**config.mk**
```make
export PLATFORM = sky130hd
export DESIGN_NAME = data_eeprom_access_ctrl
export DESIGN_NICKNAME = d
export VERILOG_FILES = /design/src/design/nv_pkg.sv /design/src/design/data_eeprom_access_ctrl.sv /design/src/design/aux_tick_sync.sv /design/src/design/nv_cell_array.sv
export SDC_FILE = /design/constraint.sdc
export NUM_CORES = 1
export LEC_CHECK = 0
export BUFFER_PORTS_ARGS = -buffer_cell sky130_fd_sc_hd__buf_2
export CAP_MARGIN = 20
export CORE_UTILIZATION = 45
export DETAILED_ROUTE_END_ITERATION = 8
export HOLD_SLACK_MARGIN = 0.02
export PLACE_DENSITY = 0.67
export SYNTH_ARGS = -nofsm -noshare
export SYNTH_HDL_FRONTEND = slang
export SYNTH_SLANG_ARGS = --single-unit
export TNS_END_PERCENT = 5
```
**constraint.sdc**
```tcl
create_clock -name clk -period 2.6 [get_ports clk]
set_clock_uncertainty 0.1 [all_clocks]
set_input_delay 0.52 -clock clk [delete_from_list [all_inputs] [get_ports clk]]
set_output_delay 0.52 -clock clk [all_outputs]
set_load 0.02 [all_outputs]
```
**src/design/nv_pkg.sv**
```systemverilog
// Purpose: shared constants and types for the data nonvolatile byte store
// Assumes: 8-bit special function register port, banked addressing
// Notes: bank-0 offsets other than the control register are local picks
package nv_pkg;
   // register map, special function address space
   localparam logic [7:0] ADDR_IND_PORT   = 8'h02;
   localparam logic [7:0] ADDR_IND_PTR    = 8'h03;
   localparam logic [7:0] ADDR_BANK       = 8'h04;
   localparam logic [7:0] ADDR_CELL_INDEX = 8'h0a;
   localparam logic [7:0] ADDR_BYTE_BUF   = 8'h0b;
   localparam logic [7:0] ADDR_IRQ        = 8'h0c;
   localparam logic [7:0] ADDR_NV_CTRL    = 8'h40;
   localparam logic       BANK_CTRL       = 1'b1;
   localparam int         BIT_BANK_SEL    = 0;

   // control register fields
   localparam int BIT_READ_GO       = 0;
   localparam int BIT_FETCH_ALLOW   = 1;
   localparam int BIT_WRITE_GO      = 2;
   localparam int BIT_PROGRAM_ALLOW = 3;

   // interrupt register fields
   localparam int BIT_GLOBAL_ALLOW = 0;
   localparam int BIT_MF_ALLOW     = 1;
   localparam int BIT_DONE_ALLOW   = 2;
   localparam int BIT_MF_FLAG      = 3;
   localparam int BIT_DONE_FLAG    = 4;

   // array geometry
   localparam int CELL_BITS = 5;
   localparam int CELLS     = 32;

   // reset values
   localparam logic [7:0]           RST_BYTE  = 8'h00;
   localparam logic [CELL_BITS-1:0] RST_INDEX = 5'h00;

   // timing
   localparam int         CLK_PERIOD_NS   = 8;
   localparam int         READ_TIME_NS    = 16;
   localparam int         READ_CYCLES     = (READ_TIME_NS + CLK_PERIOD_NS - 1) / CLK_PERIOD_NS;
   localparam logic [1:0] READ_LAST       = 2'(READ_CYCLES - 1);
   localparam logic [7:0] WRITE_AUX_TICKS = 8'h40;
   localparam logic [7:0] WRITE_LAST      = WRITE_AUX_TICKS - 8'h01;

   typedef struct packed {
      logic program_allow;
      logic write_go;
      logic fetch_allow;
      logic read_go;
   } ctrl_t;

   typedef struct packed {
      logic done_flag;
      logic mf_flag;
      logic done_allow;
      logic mf_allow;
      logic global_allow;
   } irq_t;

   typedef enum logic [2:0] {
      ST_IDLE  = 3'b001,
      ST_READ  = 3'b010,
      ST_WRITE = 3'b100
   } state_t;
endpackage

```
**src/design/data_eeprom_access_ctrl.sv**
```systemverilog
// Purpose: register front end and sequencer for the data nonvolatile byte store
// Assumes: cpu special function port, control register only in bank 1
// Notes: write length counted in synchronised auxiliary clock ticks
`timescale 1ns/1ns
module data_eeprom_access_ctrl (
   input  wire logic       clk,
   input  wire logic       rst,
   input  wire logic [7:0] sfr_addr,
   input  wire logic       sfr_wr,
   input  wire logic       sfr_rd,
   input  wire logic [7:0] sfr_wdata,
   output logic      [7:0] sfr_rdata_r,
   input  wire logic       low_speed_aux_clock,
   input  wire logic       irq_ack,
   output logic            irq_req_r
);
   nv_pkg::state_t                  state_r;
   nv_pkg::ctrl_t                   ctrl_r;
   nv_pkg::irq_t                    irq_r;
   logic                            bank_select_r;
   logic [7:0]                      indirect_ptr_one_r;
   logic [nv_pkg::CELL_BITS-1:0]    nv_cell_index_r;
   logic [7:0]                      nv_byte_buf_r;
   logic [7:0]                      tick_cnt_r;
   logic [1:0]                      read_cnt_r;
   logic [7:0]                      eff_addr;
   logic                            bank0_hit;
   logic                            wr_ctrl;
   logic                            wr_buf;
   logic                            wr_irq;
   logic                            start_wr;
   logic                            start_rd;
   logic                            write_done;
   logic                            read_done;
   logic                            aux_tick;
   logic [7:0]                      mem_rdata;
   logic [7:0]                      rd_mux;

   // indirect port resolves through the pointer
   assign eff_addr  = (sfr_addr == nv_pkg::ADDR_IND_PORT) ? indirect_ptr_one_r : sfr_addr;
   assign bank0_hit = (bank_select_r != nv_pkg::BANK_CTRL);
   // control register visible only in bank 1
   assign wr_ctrl   = sfr_wr && (bank_select_r == nv_pkg::BANK_CTRL) && (eff_addr == nv_pkg::ADDR_NV_CTRL);
   assign wr_buf    = sfr_wr && bank0_hit && (eff_addr == nv_pkg::ADDR_BYTE_BUF);
   assign wr_irq    = sfr_wr && bank0_hit && (eff_addr == nv_pkg::ADDR_IRQ);

   // go bits judged against the allow bits already held
   assign start_wr  = wr_ctrl && sfr_wdata[nv_pkg::BIT_WRITE_GO]
                      && ctrl_r.program_allow && (state_r == nv_pkg::ST_IDLE);
   assign start_rd  = wr_ctrl && sfr_wdata[nv_pkg::BIT_READ_GO] && !start_wr
                      && ctrl_r.fetch_allow && (state_r == nv_pkg::ST_IDLE);
   assign write_done = (state_r == nv_pkg::ST_WRITE) && aux_tick && (tick_cnt_r == nv_pkg::WRITE_LAST);
   assign read_done  = (state_r == nv_pkg::ST_READ) && (read_cnt_r == nv_pkg::READ_LAST);

   // timer edges arrive with no fixed relation to clk
   aux_tick_sync u_sync (
      .clk    (clk),
      .rst    (rst),
      .aux_in (low_speed_aux_clock),
      .tick   (aux_tick)
   );

   nv_cell_array u_cells (
      .clk   (clk),
      .rst   (rst),
      .wr_en (write_done),
      .rd_en (start_rd),
      .addr  (nv_cell_index_r),
      .wdata (nv_byte_buf_r),
      .rdata (mem_rdata)
   );

   always_ff @(posedge clk) begin
      if (rst) begin
         state_r <= nv_pkg::ST_IDLE;
      end else begin
         case (state_r)
            nv_pkg::ST_IDLE: begin
               if (start_wr) begin
                  state_r <= nv_pkg::ST_WRITE;
               end else if (start_rd) begin
                  state_r <= nv_pkg::ST_READ;
               end
            end
            nv_pkg::ST_READ: begin
               if (read_done) begin
                  state_r <= nv_pkg::ST_IDLE;
               end
            end
            nv_pkg::ST_WRITE: begin
               if (write_done) begin
                  state_r <= nv_pkg::ST_IDLE;
               end
            end
            default: begin
               state_r <= nv_pkg::ST_IDLE;
            end
         endcase
      end
   end

   always_ff @(posedge clk) begin
      if (rst || state_r != nv_pkg::ST_WRITE) begin
         tick_cnt_r <= nv_pkg::RST_BYTE;
      end else if (aux_tick) begin
         tick_cnt_r <= tick_cnt_r + 8'h01;
      end
   end

   always_ff @(posedge clk) begin
      if (rst || state_r != nv_pkg::ST_READ) begin
         read_cnt_r <= 2'h0;
      end else begin
         read_cnt_r <= read_cnt_r + 2'h1;
      end
   end

   // control register; go bits cleared only by hardware
   always_ff @(posedge clk) begin
      if (rst) begin
         ctrl_r <= '0;
      end else begin
         if (wr_ctrl) begin
            ctrl_r.program_allow <= sfr_wdata[nv_pkg::BIT_PROGRAM_ALLOW];
            ctrl_r.fetch_allow   <= sfr_wdata[nv_pkg::BIT_FETCH_ALLOW];
         end
         if (start_wr) begin
            ctrl_r.write_go <= 1'b1;
         end else if (write_done) begin
            ctrl_r.write_go <= 1'b0;
         end
         if (start_rd) begin
            ctrl_r.read_go <= 1'b1;
         end else if (read_done) begin
            ctrl_r.read_go <= 1'b0;
         end
      end
   end

   always_ff @(posedge clk) begin
      if (rst) begin
         bank_select_r      <= 1'b0;
         indirect_ptr_one_r <= nv_pkg::RST_BYTE;
         nv_cell_index_r    <= nv_pkg::RST_INDEX;
      end else if (sfr_wr) begin
         if (sfr_addr == nv_pkg::ADDR_BANK) begin
            bank_select_r <= sfr_wdata[nv_pkg::BIT_BANK_SEL];
         end
         if (sfr_addr == nv_pkg::ADDR_IND_PTR) begin
            indirect_ptr_one_r <= sfr_wdata;
         end
         if (bank0_hit && eff_addr == nv_pkg::ADDR_CELL_INDEX) begin
            nv_cell_index_r <= sfr_wdata[nv_pkg::CELL_BITS-1:0];
         end
      end
   end

   // fetched byte stays until a later fetch or a store
   always_ff @(posedge clk) begin
      if (rst) begin
         nv_byte_buf_r <= nv_pkg::RST_BYTE;
      end else if (read_done) begin
         nv_byte_buf_r <= mem_rdata;
      end else if (wr_buf) begin
         nv_byte_buf_r <= sfr_wdata;
      end
   end

   // hardware set wins over any clear in the same cycle
   always_ff @(posedge clk) begin
      if (rst) begin
         irq_r <= '0;
      end else begin
         if (wr_irq) begin
            irq_r.global_allow <= sfr_wdata[nv_pkg::BIT_GLOBAL_ALLOW];
            irq_r.mf_allow     <= sfr_wdata[nv_pkg::BIT_MF_ALLOW];
            irq_r.done_allow   <= sfr_wdata[nv_pkg::BIT_DONE_ALLOW];
         end
         if (write_done) begin
            irq_r.done_flag <= 1'b1;
            irq_r.mf_flag   <= 1'b1;
         end else begin
            if (wr_irq) begin
               irq_r.done_flag <= sfr_wdata[nv_pkg::BIT_DONE_FLAG];
            end
            if (irq_ack) begin
               irq_r.mf_flag <= 1'b0;
            end else if (wr_irq) begin
               irq_r.mf_flag <= sfr_wdata[nv_pkg::BIT_MF_FLAG];
            end
         end
      end
   end

   always_ff @(posedge clk) begin
      if (rst) begin
         irq_req_r <= 1'b0;
      end else begin
         irq_req_r <= irq_r.mf_flag && irq_r.mf_allow && irq_r.done_allow && irq_r.global_allow;
      end
   end

   always_comb begin
      rd_mux = nv_pkg::RST_BYTE;
      if (sfr_addr == nv_pkg::ADDR_BANK) begin
         rd_mux = {7'h00, bank_select_r};
      end else if (sfr_addr == nv_pkg::ADDR_IND_PTR) begin
         rd_mux = indirect_ptr_one_r;
      end else if (!bank0_hit) begin
         if (eff_addr == nv_pkg::ADDR_NV_CTRL) begin
            rd_mux = {4'h0, ctrl_r};
         end
      end else if (eff_addr == nv_pkg::ADDR_CELL_INDEX) begin
         rd_mux = {3'h0, nv_cell_index_r};
      end else if (eff_addr == nv_pkg::ADDR_BYTE_BUF) begin
         rd_mux = nv_byte_buf_r;
      end else if (eff_addr == nv_pkg::ADDR_IRQ) begin
         rd_mux = {3'h0, irq_r};
      end
   end

   always_ff @(posedge clk) begin
      if (rst) begin
         sfr_rdata_r <= nv_pkg::RST_BYTE;
      end else begin
         sfr_rdata_r <= sfr_rd ? rd_mux : nv_pkg::RST_BYTE;
      end
   end
endmodule

```
**src/design/aux_tick_sync.sv**
```systemverilog
// Purpose: bring the slow auxiliary clock into clk and mark its rising edges
// Assumes: aux clock far slower than clk
// Notes: tick is one clk cycle wide
`timescale 1ns/1ns
module aux_tick_sync (
   input  wire logic clk,
   input  wire logic rst,
   input  wire logic aux_in,
   output logic      tick
);
   logic meta_r;
   logic sync_r;
   logic prev_r;

   always_ff @(posedge clk) begin
      if (rst) begin
         meta_r <= 1'b0;
         sync_r <= 1'b0;
         prev_r <= 1'b0;
      end else begin
         meta_r <= aux_in;
         sync_r <= meta_r;
         prev_r <= sync_r;
      end
   end

   // edge taken only behind the second stage
   assign tick = sync_r & ~prev_r;
endmodule

```
**src/design/nv_cell_array.sv**
```systemverilog
// Purpose: byte-wide storage cells
// Assumes: one access per cycle
// Notes: cells keep their content across reset, as a nonvolatile store would
`timescale 1ns/1ns
module nv_cell_array (
   input  wire logic                            clk,
   input  wire logic                            rst,
   input  wire logic                            wr_en,
   input  wire logic                            rd_en,
   input  wire logic [nv_pkg::CELL_BITS-1:0]    addr,
   input  wire logic [7:0]                      wdata,
   output logic      [7:0]                      rdata
);
   logic [7:0] cells [nv_pkg::CELLS];

   always_ff @(posedge clk) begin
      if (wr_en) begin
         cells[addr] <= wdata;
      end
   end

   always_ff @(posedge clk) begin
      if (rst) begin
         rdata <= nv_pkg::RST_BYTE;
      end else if (rd_en) begin
         rdata <= cells[addr];
      end
   end
endmodule

```
==> flow_metrics.py <==
metrics = {
    "place": {
        "gp_congestion": 0.923,
        "portBuffers": 30,
        "dpl.hpwl_mm": 19.0,
        "pre_cts_ws_ns": -0.0413,
    },
    "grt": {
        "grt_start_max_net_pins": 35,
        "antenna_found_initial": 0,
        "grt_usage_pct": 20.2,
        "grt_pass1_vias": 7361,
        "grt_pass1_wl_mm": 43.8,
        "grt_overflow": 0,
    },
    "die": {
        "placementRows": 61,
        "die_area_sq_um": 29000,
        "die_h_um": 170,
        "core_sq_um": 27900,
        "design.portCount": 31,
        "initial_core_util_pct": 45.8,
        "die_x_um": 170,
    },
    "logic_synthesis": {
        "yosysTopAreaCell": "edfxtp_1",
        "synth-simple-area-share_pct": 8.67,
        "syn_inst": 779,
        "synth_top_area_share_pct": 60.2,
        "ys.flop_type": "edfxtp_1",
        "synth_edf_count": 256,
        "synthMuxAreaShare_pct": 12.3,
        "synth_common_cells": "edfxtp_1, nor2_1, dfxtp_1, mux4_2, nand2_1",
        "synth_compound_area_share_pct": 6.26,
        "synth_top_family_by_area": "multiplexers",
        "synth_xor_area_share_pct": 0.480,
        "yosysMostFrequentCell": "edfxtp_1",
        "async_reset_ff_share_pct": 0,
        "syn_area_per_cell_sq_um": 16.4,
        "synth_adder_area_share_pct": 0.196,
        "synth_seq_area_share_pct": 70.3,
        "netlist_top_cells_area": "edfxtp_1, mux4_2, dfxtp_1",
        "ys_seq_elements": 320,
        "ys_warn_count": 0,
        "syn-num-nets": 803,
        "netlist_area_sq_um": 12800,
        "synth_cell_type_count": 60,
    },
    "worst_setup_path": {
        "r2r_slack_ns": 0.15,
        "critical_path_required_ns": 2.78,
        "r2r_start": "tick_cnt_r[0]",
        "reg2regPathDepth": 8,
        "worst_ep_arrival_time_ns": 2.63,
        "r2r-end": "u_cells.cells[8][7]",
        "cp-end-kind": "flop",
        "crit_type": "flop to flop",
        "startpoint_type": "flop",
        "critPathMaxFanout": 6,
    },
    "clocking": {
        "cts_resized": 0,
        "clk_latency_ns": 0.57,
        "post_cts_buffers": 0,
        "path_clk_slew_ns": 0.06,
        "cts_tree": "built",
        "cts_hold_buf": 0,
        "ctsRootBufferMaster": "clkbuf_16",
        "clk_path_buf_depth": 3,
        "clkSinkCount": 320,
        "cts_made_buffers": 31,
        "cts_htree_levels": 1,
    },
    "finish": {
        "final_core_util_pct": 54.0,
        "areaGrowthSynthToFinish_pct": 17.8,
        "drive_gt1_share_pct": 28.3,
        "layout.nets": 929,
        "antenna_cells": 0,
    },
    "routing": {
        "wl_per_cell_um": 22.0,
        "dr.pass1.iters": 6,
        "viasPerCell": 5.72,
        "drtAntennaViolNets": 0,
        "vias": 7483,
        "drt-initial-drc-count": 544,
        "drc_errors": 0,
        "routed_wl_mm": 28.8,
    },
    "hold_path": {
        "hp-start": "low_speed_aux_clock",
        "hold_depth": 2,
        "min_to": "u_sync.meta_r",
        "min_path_type": "input port to flop",
    },
    "timing": {
        "hold_ws_ns": 0.0827,
        "finalWorstSetupSlack_ns": 0.149,
        "hold_violations": 0,
        "worst_pin_slew_ns": 0.686,
        "drv_slew": 0,
        "fin_crit_ns": 2.45,
        "fin_crit_sh_pct": 94.3,
        "setup_viol": 0,
        "slew_headroom_pct": 54.3,
        "fmax_ghz": 0.408,
        "rsz0062_at_grt": "false",
    },
    "pwr": {
        "irDropWorstVdd_uv": 583,
        "power.density_nw_per_um2": 655,
        "finalPower_w": 0.00984,
        "leakagePower_nw": 4.43,
    },
    "job": {
        "maxCapViolCount": 0,
    },
    "run_status": {
        "status": "completed",
    },
}
==> report_power, final <==
| group | internal [W] | switching [W] | total (W) | leakage (nW) |
|---|---|---|---|---|
| clock | 0.00238 | 0.00189 | 0.00427 | 0.465 |
| sequential | 0.00545 | 0.00000220 | 0.00546 | 2.34 |
| combinational | 0.0000446 | 0.0000761 | 0.000121 | 1.63 |
==> registers in the layout, indices dropped and copies added, names as in the netlist, 2 cells and up <==
| register | flops |
|---|---|
| sfr_rdata_r | 8 |
| nv_cell_index_r | 5 |
| nv_byte_buf_r | 8 |
| ctrl_r | 4 |
| u_cells.rdata | 8 |
| indirect_ptr_one_r | 8 |
| read_cnt_r | 2 |
| irq_r | 5 |
| u_cells.cells | 256 |
| state_r | 3 |
| tick_cnt_r | 8 |
==> stage by stage <==
step,area (sq um),std cells,TNS (ns)
global route,15000,1308,0
global placement,14000,1249,0
CTS,15000,1307,0
floorplan,12800,779,0
finish,15000,1308,0
detailed placement,14000,1249,-0.0690
==> worst max-delay path, cell delays in order, from the launching register on <==
cell	delay [ns]
dfxtp_1	0.37
ha_1	0.18
and4b_1	0.23
nand4_1	0.09
buf_4	0.19
or3_1	0.43
buf_4	0.19
nor2_1	0.20
buf_4	0.20
==> cell usage in the layout (no fill, tap or decap), types with 6 or more instances in the layout <==
cell / instances
nand2_1: 44
and3_1: 11
clkbuf_16: 32
clkinv_1: 8
nor2b_1: 6
a22o_1: 6
nor2_1: 71
clkinv_2: 6
nand3_1: 19
inv_1: 7
a21oi_1: 25
a311oi_1: 15
buf_4: 104
edfxtp_1: 256
a221oi_1: 7
mux2i_1: 13
dfxtp_1: 62
nor3_1: 14
a22oi_1: 26
mux4_2: 64
buf_2: 30
==> logic make-up (layout without fill, tap and decap cells) <==
group / after synthesis / in the layout
adder cells (fa/ha/maj): 2 / 2
multiplexers: 77 / 77
flip-flops: 320 / 320
XOR/XNOR: 7 / 7
AO/OA/AOI/OAI: 105 / 105
buffers and inverters: 53 / 204
AND/OR/NAND/NOR: 215 / 215
==> per-layer routing <==
layer  global-route usage [%]  vias to the layer above  part of all wire, %
met5                        0                        -                    0
met4                     6.07                        0                  3.1
met3                     3.12                       58                  5.2
met2                     34.7                      245                   50
met1                     26.5                     3817                   42
li1                         -                     3363                    -
==> final cells by class <==
cell class	instances	area, sq um
Clock inverter	22	166
Tap cell	378	473
Clock buffer	36	795
Fill cell	2266	12800
Timing Repair Buffer	139	1040
Sequential cell	320	8970
Inverter	7	26.3
Multi-Input combinational cell	406	3560
==> worst max-delay path by stage <==
stage	start	endpoint	slack (ns)	cells past startpoint
finish	tick_cnt_r[0]	u_cells.cells[8][7]	0.15	8
global route	nv_cell_index_r[1]	u_cells.rdata[1]	0.04	6
CTS	nv_cell_index_r[0]	u_cells.rdata[3]	0.07	6
detailed placement	sfr_addr[5]	u_cells.rdata[6]	-0.04	6
global placement	sfr_addr[5]	state_r[1]	0.006	6
floorplan	sfr_addr[5]	irq_r[3]	0.01	6
Note: power is estimated with default switching activity, not from simulation.
